`src/aec_pkg.sv`:
```
// constants, field layouts and carrier types of the event counter block
package aec_pkg;

   // ************************************************************
   // register indices and byte addresses
   // ************************************************************
   localparam logic [15:0] AEC_IDX_CTRL  = 16'hff95;
   localparam logic [15:0] AEC_IDX_HIGH  = 16'hff96;
   localparam logic [15:0] AEC_IDX_LOW   = 16'hff97;
   localparam logic [15:0] AEC_IDX_CKSTP = 16'hfffb;
   localparam int          AEC_AW        = 18;
   localparam logic [AEC_AW-1:0] AEC_ADDR_CTRL  = {AEC_IDX_CTRL, 2'b00};
   localparam logic [AEC_AW-1:0] AEC_ADDR_HIGH  = {AEC_IDX_HIGH, 2'b00};
   localparam logic [AEC_AW-1:0] AEC_ADDR_LOW   = {AEC_IDX_LOW, 2'b00};
   localparam logic [AEC_AW-1:0] AEC_ADDR_CKSTP = {AEC_IDX_CKSTP, 2'b00};

   // ************************************************************
   // reset values and counter constants
   // ************************************************************
   localparam logic [7:0]  AEC_CTRL_RST    = 8'h00;
   localparam logic [3:0]  AEC_CKSTP_RST   = 4'hf;
   localparam logic [3:0]  AEC_CKSTP_UPPER = 4'hf;
   localparam int          AEC_STANDBY_BIT = 3;
   localparam logic [7:0]  AEC_CNT_RST     = 8'h00;
   localparam logic [7:0]  AEC_CNT_MAX     = 8'hff;
   localparam logic [7:0]  AEC_CNT_ONE     = 8'h01;
   localparam logic [23:0] AEC_RD_PAD      = 24'h00_0000;
   localparam logic [31:0] AEC_RD_NONE     = 32'h0000_0000;

   // ************************************************************
   // types
   // ************************************************************
   // control/status layout, bit 7 first
   typedef struct packed {
      logic overflow_flag_high;
      logic overflow_flag_low;
      logic rsv;
      logic ch2;
      logic count_enable_high;
      logic count_enable_low;
      logic count_reset_ctrl_high;
      logic count_reset_ctrl_low;
   } aec_ctrl_t;

   typedef enum logic [0:0] {AEC_BUS_IDLE, AEC_BUS_ANSWER} aec_bus_t;

   typedef enum logic [2:0] {
      AEC_SEL_NONE, AEC_SEL_CTRL, AEC_SEL_HIGH, AEC_SEL_LOW, AEC_SEL_CKSTP
   } aec_sel_t;

   typedef struct packed {
      logic              read;
      logic              write;
      logic [AEC_AW-1:0] address;
      logic [3:0]        byteenable;
      logic [31:0]       writedata;
   } aec_av_req_t;

   typedef struct packed {
      logic [31:0] readdata;
      logic        waitrequest;
   } aec_av_rsp_t;

   typedef struct packed {
      aec_bus_t    phase;
      logic        pin_h_q;
      logic        pin_l_q;
      logic [7:0]  cnt_h;
      logic [7:0]  cnt_l;
      aec_ctrl_t   ctrl;
      logic [3:0]  ckstp;
      logic        arm_h;
      logic        arm_l;
      logic        irq_flag;
      logic [31:0] rdata;
   } aec_state_t;

   localparam aec_state_t AEC_STATE_RST = '{
      phase:    AEC_BUS_IDLE,
      pin_h_q:  1'b0,
      pin_l_q:  1'b0,
      cnt_h:    AEC_CNT_RST,
      cnt_l:    AEC_CNT_RST,
      ctrl:     AEC_CTRL_RST,
      ckstp:    AEC_CKSTP_RST,
      arm_h:    1'b0,
      arm_l:    1'b0,
      irq_flag: 1'b0,
      rdata:    AEC_RD_NONE
   };

endpackage

```
`src/aec_async_event_counter.sv`:
```
// event counter pair with control/status, standby and avalon slave
//
// Notes on behaviour
// - chained counters act as one 16-bit up-counter wrapping after 65536 events
// - counting runs on event edges sampled on the system clock, so it needs that clock running
// - a high overflow, or a low one in split mode, sets the request flag; irq_o also needs irq_enable_i
// - control/status register is eight bits, all zero after reset
// - bit 7 high flag sets when the high counter wraps to zero
// - software only clears flags: read one, then write zero; one ignored
// - when chained the high flag marks the 16-bit wrap
// - bit 6 low flag sets on low wrap only in split mode
// - bit 5 is plain storage, reset to zero
// - split select zero: low counts low pin, high counts low overflow
// - split select one: each counter counts its own pin
// - bit 3 gates high counter events; zero holds it
// - bit 2 gates low counter events; zero holds it
// - bit 1 zero keeps high counter cleared; one lets it count
// - bit 0 zero keeps low counter cleared; one lets it count
// - control, high, low at consecutive places; counters read-only, reset zero
// - block has a software selected standby state
// - clock-stop bit 3 zero means standby; resets to one
// - after overflow a counter wraps to zero and keeps counting
// - a high overflow, or a low one in split mode, sets the request flag; signalled only while enabled
//
// usage
// registers sit at index times four on an 18-bit byte address
// every access takes two cycles: taken, then answered
// pins are sampled on the system clock: each high and each low
// must last one clock at least, or an event is lost
// high and low counters are read apart, so a carry may fall
// between the two reads; read high, low, high and compare
// standby freezes counting; registers stay reachable
// flag clearing wants a read of one, then a write of zero
// the request flag clears through its own port, not the bus
//
// Register access over Avalon-MM was chosen for this implementation.
`timescale 1ns/100ps
`default_nettype none

module aec_async_event_counter (
   input  wire logic                 clk_sys_i,
   input  wire logic                 rst_i,
   input  wire aec_pkg::aec_av_req_t av_req_i,
   output var  aec_pkg::aec_av_rsp_t av_rsp_o,
   input  wire logic                 event_pin_high_i,
   input  wire logic                 event_pin_low_i,
   input  wire logic                 irq_enable_i,
   input  wire logic                 irq_flag_clear_i,
   output logic                      irq_flag_o,
   output logic                      irq_o
);
   import aec_pkg::*;

   // ************************************************************
   // address decoding
   // ************************************************************
   function automatic aec_sel_t aec_decode(input logic [AEC_AW-1:0] addr);
      aec_sel_t sel;
      sel = AEC_SEL_NONE;
      if (addr == AEC_ADDR_CTRL) begin
         sel = AEC_SEL_CTRL;
      end else if (addr == AEC_ADDR_HIGH) begin
         sel = AEC_SEL_HIGH;
      end else if (addr == AEC_ADDR_LOW) begin
         sel = AEC_SEL_LOW;
      end else if (addr == AEC_ADDR_CKSTP) begin
         sel = AEC_SEL_CKSTP;
      end
      return sel;
   endfunction

   // ************************************************************
   // state and helper signals
   // ************************************************************
   aec_state_t s_r;
   aec_state_t s_nxt;
   aec_ctrl_t  wd_ctrl;
   aec_sel_t   rd_sel;
   aec_sel_t   wr_sel;
   logic       edge_h;
   logic       edge_l;
   logic       standby;
   logic       inc_l;
   logic       inc_h;
   logic       src_h;
   logic       ovf_l;
   logic       ovf_h;
   logic       ovl_set;
   logic       wr_ctrl;
   logic       wr_ckstp;
   logic       clr_h;
   logic       clr_l;
   logic       bus_acc;

   // ************************************************************
   // next state
   // ************************************************************
   always_comb begin
      s_nxt   = s_r;
      bus_acc = av_req_i.read | av_req_i.write;
      rd_sel  = aec_decode(av_req_i.address);
      wr_sel  = aec_decode(av_req_i.address);
      wd_ctrl = aec_ctrl_t'(av_req_i.writedata[7:0]);

      // pins are sampled on the system clock, so a slow event source
      // needs highs and lows of at least one clock period each
      edge_h  = event_pin_high_i & ~s_r.pin_h_q;
      edge_l  = event_pin_low_i & ~s_r.pin_l_q;
      s_nxt.pin_h_q = event_pin_high_i;
      s_nxt.pin_l_q = event_pin_low_i;

      standby = ~s_r.ckstp[AEC_STANDBY_BIT];

      // low counter always takes the low pin
      inc_l = edge_l & s_r.ctrl.count_enable_low & s_r.ctrl.count_reset_ctrl_low & ~standby;
      ovf_l = inc_l & (s_r.cnt_l == AEC_CNT_MAX);

      // high source: own pin when split, low carry when chained
      src_h = s_r.ctrl.ch2 ? edge_h : ovf_l;
      inc_h = src_h & s_r.ctrl.count_enable_high & s_r.ctrl.count_reset_ctrl_high & ~standby;
      ovf_h = inc_h & (s_r.cnt_h == AEC_CNT_MAX);

      // counters hold in standby, clear while reset control is zero
      if (!standby) begin
         if (!s_r.ctrl.count_reset_ctrl_low) begin
            s_nxt.cnt_l = AEC_CNT_RST;
         end else if (inc_l) begin
            s_nxt.cnt_l = s_r.cnt_l + AEC_CNT_ONE;
         end
         if (!s_r.ctrl.count_reset_ctrl_high) begin
            s_nxt.cnt_h = AEC_CNT_RST;
         end else if (inc_h) begin
            s_nxt.cnt_h = s_r.cnt_h + AEC_CNT_ONE;
         end
      end

      // register writes take effect at the answering edge only
      wr_ctrl  = av_req_i.write & av_req_i.byteenable[0] &
                 (s_r.phase == AEC_BUS_ANSWER) & (wr_sel == AEC_SEL_CTRL);
      wr_ckstp = av_req_i.write & av_req_i.byteenable[0] &
                 (s_r.phase == AEC_BUS_ANSWER) & (wr_sel == AEC_SEL_CKSTP);

      // a zero clears only after the flag was read as one
      clr_h = wr_ctrl & ~wd_ctrl.overflow_flag_high & s_r.arm_h;
      clr_l = wr_ctrl & ~wd_ctrl.overflow_flag_low & s_r.arm_l;
      ovl_set = ovf_l & s_r.ctrl.ch2;

      // set beats clear in the same cycle
      s_nxt.ctrl.overflow_flag_high = ovf_h | (s_r.ctrl.overflow_flag_high & ~clr_h);
      s_nxt.ctrl.overflow_flag_low = ovl_set | (s_r.ctrl.overflow_flag_low & ~clr_l);

      if (wr_ctrl) begin
         s_nxt.ctrl.rsv  = wd_ctrl.rsv;
         s_nxt.ctrl.ch2  = wd_ctrl.ch2;
         s_nxt.ctrl.count_enable_high = wd_ctrl.count_enable_high;
         s_nxt.ctrl.count_enable_low = wd_ctrl.count_enable_low;
         s_nxt.ctrl.count_reset_ctrl_high = wd_ctrl.count_reset_ctrl_high;
         s_nxt.ctrl.count_reset_ctrl_low = wd_ctrl.count_reset_ctrl_low;
         s_nxt.arm_h     = 1'b0;
         s_nxt.arm_l     = 1'b0;
      end
      if (wr_ckstp) begin
         s_nxt.ckstp = av_req_i.writedata[3:0];
      end

      // request flag toward the interrupt controller, set wins
      s_nxt.irq_flag = ovf_h | ovl_set |
                       (s_r.irq_flag & ~irq_flag_clear_i);

      // bus phases: take the request, then answer one cycle later
      case (s_r.phase)
         AEC_BUS_IDLE: begin
            if (bus_acc) begin
               s_nxt.phase = AEC_BUS_ANSWER;
               s_nxt.rdata = AEC_RD_NONE;
               if (av_req_i.read) begin
                  // counters live in this domain, so a read is coherent
                  if (rd_sel == AEC_SEL_CTRL) begin
                     s_nxt.rdata = {AEC_RD_PAD, s_r.ctrl};
                     s_nxt.arm_h = s_r.ctrl.overflow_flag_high;
                     s_nxt.arm_l = s_r.ctrl.overflow_flag_low;
                  end else if (rd_sel == AEC_SEL_HIGH) begin
                     s_nxt.rdata = {AEC_RD_PAD, s_r.cnt_h};
                  end else if (rd_sel == AEC_SEL_LOW) begin
                     s_nxt.rdata = {AEC_RD_PAD, s_r.cnt_l};
                  end else if (rd_sel == AEC_SEL_CKSTP) begin
                     s_nxt.rdata = {AEC_RD_PAD, AEC_CKSTP_UPPER, s_r.ckstp};
                  end
               end
            end
         end
         AEC_BUS_ANSWER: begin
            s_nxt.phase = AEC_BUS_IDLE;
         end
         default: begin
            s_nxt.phase = AEC_BUS_IDLE;
         end
      endcase
   end

   // ************************************************************
   // state register
   // ************************************************************
   always_ff @(posedge clk_sys_i or posedge rst_i) begin
      if (rst_i) begin
         s_r <= AEC_STATE_RST;
      end else begin
         s_r <= s_nxt;
      end
   end

   // ************************************************************
   // outputs
   // ************************************************************
   // waitrequest is combinational so every access costs two cycles
   always_comb begin
      av_rsp_o.readdata    = s_r.rdata;
      av_rsp_o.waitrequest = bus_acc & (s_r.phase == AEC_BUS_IDLE);
      irq_flag_o           = s_r.irq_flag;
      irq_o                = s_r.irq_flag & irq_enable_i;
   end
endmodule

`default_nettype wire

```
`config.mk`:
```
export PLATFORM = sky130hd
export DESIGN_NAME = aec_async_event_counter
export DESIGN_NICKNAME = d
export VERILOG_FILES = /design/src/aec_pkg.sv /design/src/aec_async_event_counter.sv
export SDC_FILE = /design/constraint.sdc
export NUM_CORES = 1
export LEC_CHECK = 0
export BUFFER_PORTS_ARGS = -buffer_cell sky130_fd_sc_hd__buf_2
export CAP_MARGIN = 30
export CORE_MARGIN = 8
export CORE_UTILIZATION = 49
export CTS_CLUSTER_DIAMETER = 80
export DETAILED_ROUTE_END_ITERATION = 10
export GPL_ROUTABILITY_DRIVEN = 0
export HOLD_SLACK_MARGIN = 0.08
export PLACE_DENSITY_LB_ADDON = 0.2
export SLEW_MARGIN = 40
export SYNTH_ARGS = -nofsm -noshare
export SYNTH_HDL_FRONTEND = slang
export SYNTH_SLANG_ARGS = --single-unit
```
`constraint.sdc`:
```
create_clock -name clk_sys_i -period 2.2 [get_ports clk_sys_i]
set_clock_uncertainty 0.1 [all_clocks]
set_input_delay 0.11 -clock clk_sys_i [delete_from_list [all_inputs] [get_ports clk_sys_i]]
set_output_delay 0.11 -clock clk_sys_i [all_outputs]
set_load 0.1 [all_outputs]
```
### Word-level counts from Yosys, hierarchy flattened

Index checks and enable logic that the tools add are counted.

| cells by class | value |
|---|---|
| $add $sub $neg | 2 |
| equal/unequal tests | 12 |
| muxes and demuxes | 21 |
| bitwise logic cells | 37 |
| reductions and logical operators | 3 |

Operators by type and width:

| kind | number |
|---|---|
| $eq 18x18->1 const B | 4 |
| $mux 8 | 9 |
| $and 1x1->1 | 24 |
| $add 8x1->8 const B | 2 |
| $eq 8x8->1 const B | 2 |
| $mux 3 | 4 |
| $mux 2 | 5 |
| $not 1->1 | 8 |
| $eq 3x2->1 const B | 2 |
| $reduce_and 2->1 | 3 |
| $or 1x1->1 | 5 |
| $ne 2x1->1 const B | 2 |
| $eq 3x1->1 const B | 1 |
| $eq 3x3->1 const B | 1 |
| $mux 1 | 2 |
| $pmux 1 s2 | 1 |

| word-level totals | value |
|---|---|
| flip-flop bits (word level) | 66 |
| output and inout bits | 35 |
| word-level logic and storage cells | 93 |

### Logic depth before layout (Yosys ltp)

Gate-level depths: netlist of run 1.

| depth | value |
|---|---|
| depth after elaboration | 13 |
| gate-level depth with buffers | 6 |
| depth with buffers taken out | 6 |

### Worst setup path before layout of run 1

Ideal clock, no wire load.

| timing path | value |
|---|---|
| path type | flip-flop to output port |
| start point | register s_r, in the netlist irq_flag_o |
| end point | output irq_o |
| arrival time | 1,782 ps |
| data required time | 1,990 ps |
| path slack | 208 ps |
| stages on the path, launching flop included | 2 |
| cells stage by stage | dfrtp_1 > and2_1 |

| between the ends | value |
|---|---|
| longest elaborated chain between the ends | 1 |

Ends and longest elaborated chain:

| element | line | source |
|---|---|---|
| start, declared | aec_async_event_counter.sv:75 | `aec_state_t s_r;` |
| start signal, assigned | aec_async_event_counter.sv:208 | `s_r <= s_nxt;` |
| $and 1x1->1 | aec_async_event_counter.sv:220 | `irq_o = s_r.irq_flag & irq_enable_i;` |
| end, declared | aec_async_event_counter.sv:50 | `output logic irq_o` |

Every way passes these cells.

### Final worst setup path of run 1

| timing path | value |
|---|---|
| start point | register s_r[47] in the netlist's numbering |
| end point | register s_r[61] in the netlist's numbering |

| between the ends | value |
|---|---|
| longest elaborated chain between the ends | 8 |

Ends and longest elaborated chain:

| element | line | source |
|---|---|---|
| $eq 8x8->1 | aec_async_event_counter.sv:116 | `ovf_l = inc_l & (s_r.cnt_l == AEC_CNT_MAX);` |
| $and 1x1->1 | aec_async_event_counter.sv:116 |  |
| $mux 1 | aec_async_event_counter.sv:119 | `src_h = s_r.ctrl.ch2 ? edge_h : ovf_l;` |
| $and 1x1->1 (3 in series) | aec_async_event_counter.sv:120 | `inc_h = src_h & s_r.ctrl.count_enable_high & s_r.ctrl.count_reset_ctrl_high & ~standby;` |
| $ne 2x1->1 (no line) | n/a |  |
| $reduce_and 2->1 (no line) | n/a |  |

Every way passes these cells.
A chain may end at the register's enable or synchronous reset.

==> impl_metrics.tcl, run 1 <==
set metrics [dict create \
    port_buffers 45 \
    synth-main-ff-cell "dfrtp_1" \
    cts_tree "done" \
    maxCapViolCount 0 \
    wl_mm 5.89 \
    place_inst 365 \
    peakVddDrop_mv 0.321 \
    drv_slew 0 \
    cp.arrival_ns 2.14 \
    max_slew_margin_pct 52.8 \
    clock-sinks 42 \
    drtIter0Drc 114 \
    required_ns 2.30 \
    hp-class "in2reg" \
    clockRootBuffer "clkbuf_8" \
    period_minus_slack_ns 2.04 \
    final-hold-violation-count 0 \
    crit_fanout 10 \
    synth_top_area_cell "dfrtp_1" \
    p_per_area_nw_per_um2 561 \
    grt_max_degree 43 \
    ys_async_sr_fraction_pct 100 \
    worstSetupEndpointType "flop" \
    initial_core_util_pct 50.3 \
    post-dp-hpwl_mm 4.43 \
    wire_per_inst_um 15.2 \
    synthCells 256 \
    synth_top_area_share_pct 37.5 \
    cts.clk_slew.worst_paths_ns 0.08 \
    critPathLaunchType "flop" \
    ys_seq_elements 42 \
    synth-edff-count 0 \
    avgSynthCellArea_um2 9.91 \
    grt_pass1_wl_mm 9.69 \
    placed_area_um2 2730 \
    status "completed" \
    drc 0 \
    maxClockFrequency_mhz 490 \
    fill_cells 441 \
    clk_latency_ns 0.30 \
    htree_num_levels 2 \
    reg2reg_depth 6 \
    synth_cell_types 50 \
    fin_nets 380 \
    grtUsageTotal_pct 16.1 \
    ys_warn_count 0 \
    ant_nets 0 \
    area.growth.synth_to_final_pct 17.4 \
    die_w_um 88.0 \
    antenna_found_initial 0 \
    setup_viol 0 \
    synth_common_cells "38 x dfrtp_1, 35 x buf_4, 27 x nand2_1" \
    worst-setup-path-type "reg2reg" \
    p_leak_nw 1.40 \
    layout-drive-gt1-share_pct 30.0 \
    first_global_vias 1971 \
    first_pass_iters 4 \
    hold_ws_ns 0.176 \
    final_area_um2 2980 \
    fin_cells 387 \
    vias 2026 \
    fp.dieH_um 88.0 \
    yosysSeqAreaShare_pct 41.6 \
    fin_crit_sh_pct 92.7 \
    post-route-util_pct 59.1 \
    clk_path_buf_depth 2 \
    antenna_cells 0 \
    ctsResizeCount 0 \
    worst_pin_slew_ns 0.707 \
    num_io_pins 97 \
    avgViaCountPerCell 5.24 \
    synthTopCellsByArea "dfrtp_1 37%, buf_4 10%, mux2_2 5.3%, dfstp_2 4.1%, nand2_1 4.0%" \
    core_area_um2 5040 \
    die_area_um2 7740 \
    numCtsBuffers 5 \
    holdPathStages 3 \
    synth_area_um2 2540 \
    overflow 0 \
    synth.most_common_cell "dfrtp_1" \
    std_cell_rows 26 \
]
-- layout make-up --
| type | count | area [um2] | area share, % |
|---|---|---|---|
| well taps | 70 | 87.6 | 2.94 |
| flip-flops and latches | 42 | 1060 | 35.5 |
| multi-input cells | 190 | 1260 | 42.3 |
| repair buffers | 69 | 435 | 14.6 |
| clock buffers | 8 | 110 | 3.70 |
| inverters | 8 | 30.0 | 1.01 |
-- path summary, 6_finish.rpt --
path                               from           to  slack [ns]
max                             s_r[47]      s_r[61]        0.16
min                        av_req_i[55]  av_rsp_o[4]        0.18
max reg2reg                     s_r[47]      s_r[61]        0.16
min reg2reg                 av_rsp_o[2]  av_rsp_o[2]        0.37
max in group asynchronous         rst_i      s_r[37]        1.23
min in group asynchronous         rst_i      s_r[34]        0.38
-- report_power, final --
| group | leakage [nW] | internal, mW | total (mW) | switching, mW |
|---|---|---|---|---|
| logic | 0.806 | 0.0549 | 0.303 | 0.248 |
| clock network | 0.0575 | 0.317 | 0.587 | 0.270 |
| registers | 0.537 | 0.777 | 0.781 | 0.00484 |
-- timing repair --
item                                    CTS  global route
hold endpoints to repair                 53             0
buffers inserted                          0             2
hold buffers                             12             0
endpoints found under the setup margin    0             2
-- cells in the final DEF (no fill, tap or decap), types with 5 or more instances in the layout --
| cell type | n |
|---|---|
| buf_4 | 12 |
| o21ai_0 | 14 |
| nor2_1 | 14 |
| clkbuf_8 | 8 |
| xnor2_1 | 5 |
| nand2_1 | 27 |
| inv_1 | 7 |
| nor3_1 | 7 |
| nand4_1 | 5 |
| dlygate4sd3_1 | 12 |
| nand2b_1 | 5 |
| nand3_1 | 10 |
| mux2_4 | 6 |
| conb_1 | 24 |
| buf_2 | 45 |
| mux2_2 | 12 |
| dfrtp_1 | 38 |
-- flip-flops by register name, indices dropped and copies added (netlist names) --
signal      flops
irq_flag_o      1
s_r            33
av_rsp_o        8
-- metrics by stage --
stage	worst slack [ns]	TNS (ns)	power, mW
floorplan	0.208	0	1.07
global placement	0.167	0	1.08
detailed placement	0.0940	0	1.08
CTS	0.104	0	1.69
global route	-0.00662	-0.00662	1.73
finish	0.160	0	1.67
-- critical path, stage by stage (launching register included) --
cell      delay, ns
dfrtp_1        0.41
ha_1           0.18
nand4_1        0.14
nor3b_4        0.31
a21oi_2        0.18
or3_1          0.39
o311ai_1       0.22
-- layer usage --
metal	global-route usage [%]	share of wire (%)	vias to the layer above
met2	27.1	49	56
li1	-	-	985
met1	20.1	45	980
met4	4.22	0.87	0
met5	0	0	-
met3	3.47	5.7	5
-- kinds of logic (layout without fill, tap and decap cells) --
family                     Yosys count  in the layout  share of synthesized area (%)
AOI/OAI and AO/OA                   45             45                           12.6
other                                1             24                          0.148
xor gates and xnor gates             6              6                           2.07
buffers and inverters               47             85                           12.2
DFF                                 42             42                           41.6
and+or+nand+nor                     93             93                           20.7
adders and majority gates            2              2                          0.986
muxes                               20             20                           9.66
Power figures use the tool's default switching activity.
==> inputs of run 2 (changes only) <==
==> constraint.sdc (replaced) <==
create_clock -name clk_sys_i -period 2.2 [get_ports clk_sys_i]
set_clock_uncertainty 0.1 [all_clocks]
set_input_delay 0.22 -clock clk_sys_i [delete_from_list [all_inputs] [get_ports clk_sys_i]]
set_output_delay 0.22 -clock clk_sys_i [all_outputs]
set_load 0.1 [all_outputs]
==> run 2 against run 1 <==
Against the previous run:
- core utilization down 0.32 points
- cell count fell by 0.26%
- worst hold slack got worse by 0.076 ns
- clock power up 4.3%
- largest cell class unchanged
- highest routed layer unchanged
==> impl_metrics.tcl, run 2 (same netlist as run 1, synthesis figures left out) <==
set metrics [dict create \
    fin_setup_tns_ns 0 \
    grtUsageTotal_pct 16.4 \
    first_global_vias 2051 \
    ctsResizeCount 0 \
    layout-drive-gt1-share_pct 30.7 \
    maxCapViolCount 0 \
    cp.arrival_ns 2.14 \
    port_buffers 45 \
    p_sw_uw 530 \
    fin_ws_ns 0.156 \
    std_cell_rows 26 \
    setup_viol 0 \
    combPwrFrac_pct 17.7 \
    rsz0062_at_grt "true" \
    core_area_um2 5040 \
    htree_num_levels 2 \
    multi_input_area_um2 1260 \
    post-dp-hpwl_mm 4.56 \
    grt_pass1_wl_mm 9.91 \
    hold_ws_ns 0.100 \
    grt_max_degree 43 \
    drc 0 \
    antenna_found_initial 0 \
    crit_fanout 10 \
    max_flop_register "s_r" \
    cts_tree "done" \
    clockPowerShare_pct 36.1 \
    final-hold-violation-count 0 \
    num_io_pins 97 \
    drv_slew 0 \
    avgViaCountPerCell 5.30 \
    ant_nets 0 \
    final_cell_mix "45 x buf_2, 38 x dfrtp_1, 27 x nand2_1" \
    wire_per_inst_um 15.6 \
    status "completed" \
    peakVddDrop_mv 0.404 \
    fin_nets 379 \
    seq_power_share_pct 46.1 \
    first_pass_iters 4 \
    worstSetupEndpointType "flop" \
    fill_cells 466 \
    post-place-ws_ns 0.108 \
    wl_mm 6.01 \
    post-route-util_pct 58.7 \
    largest_reg_flops 33 \
    cts.clk_slew.worst_paths_ns 0.08 \
    fin_crit_sh_pct 92.9 \
    clock-sinks 42 \
    clk_path_buf_depth 2 \
    die_area_um2 7740 \
    fp.dieH_um 88.0 \
    max_slew_margin_pct 50.7 \
    clk_latency_ns 0.29 \
    p_int_mw 1.16 \
    layout.cells.most_common "buf_2" \
    drtIter0Drc 86 \
    p_leak_nw 1.40 \
    clockRootBuffer "clkbuf_8" \
    initial_core_util_pct 50.3 \
    worst_pin_slew_ns 0.738 \
    worst-setup-path-type "reg2reg" \
    maxClockFrequency_mhz 489 \
    area.growth.synth_to_final_pct 16.7 \
    required_ns 2.29 \
    regArea_um2 1060 \
    antenna_cells 0 \
    period_minus_slack_ns 2.04 \
    numCtsBuffers 5 \
    die_w_um 88.0 \
    p_per_area_nw_per_um2 572 \
    hp-class "in2reg" \
    p_sw_share_pct 31.3 \
    vias 2044 \
    overflow 0 \
    critPathLaunchType "flop" \
]
[run 2: timing repair]
| action | CTS | global route |
|---|---|---|
| buffers inserted | 0 | 3 |
| endpoints found under the setup margin | 0 | 2 |
| hold buffers | 9 | 0 |
| hold endpoints to repair | 50 | 0 |
[run 2: final cells by class]
class	count	area share (%)
Tap cell	70	2.96
Timing Repair Buffer	68	14.2
Sequential cell	42	35.7
Clock buffer	5	2.32
Multi-Input combinational cell	190	42.5
Inverter	8	1.01
Clock inverter	3	1.35
[run 2: worst max-delay path, cell delays in order (launching register included)]
cell      delay, ns
dfrtp_1        0.41
ha_1           0.18
nand4_1        0.14
nor3b_4        0.31
a21oi_2        0.18
or3_1          0.39
o311ai_1       0.23
[run 2: stage by stage]
step	power [mW]	std cells	cell area, um2
after CTS	1.70	383	2940
after global routing	1.74	386	2960
after global placement	1.08	366	2740
final	1.69	386	2960
after detailed placement	1.08	366	2740
after floorplan	1.07	279	2620
[run 2: power groups by stage]
stage	Sequential, mW	Combinational [mW]	Clock, mW
floorplan	0.795	0.273	0
global route	0.782	0.314	0.645
detailed placement	0.796	0.288	0
global placement	0.796	0.286	0
CTS	0.781	0.300	0.621
finish	0.781	0.300	0.612
[run 2: final timing paths]
path	start	end	slack, ns	cells past startpoint
max	s_r[47]	s_r[62]	0.16	6
max reg2reg	s_r[47]	s_r[62]	0.16	6
min	irq_flag_clear_i	irq_flag_o	0.10	4
max in group asynchronous	rst_i	s_r[37]	1.13	4
min in group asynchronous	rst_i	s_r[58]	0.50	4
min reg2reg	av_rsp_o[8]	av_rsp_o[8]	0.38	2
[run 2: per-layer routing]
metal / global-route usage, % / share of wire [%]
met1: 19.8 / 44
met2: 28.2 / 49
met4: 5.31 / 1.1
met3: 3.47 / 5.4
met5: 0 / 0
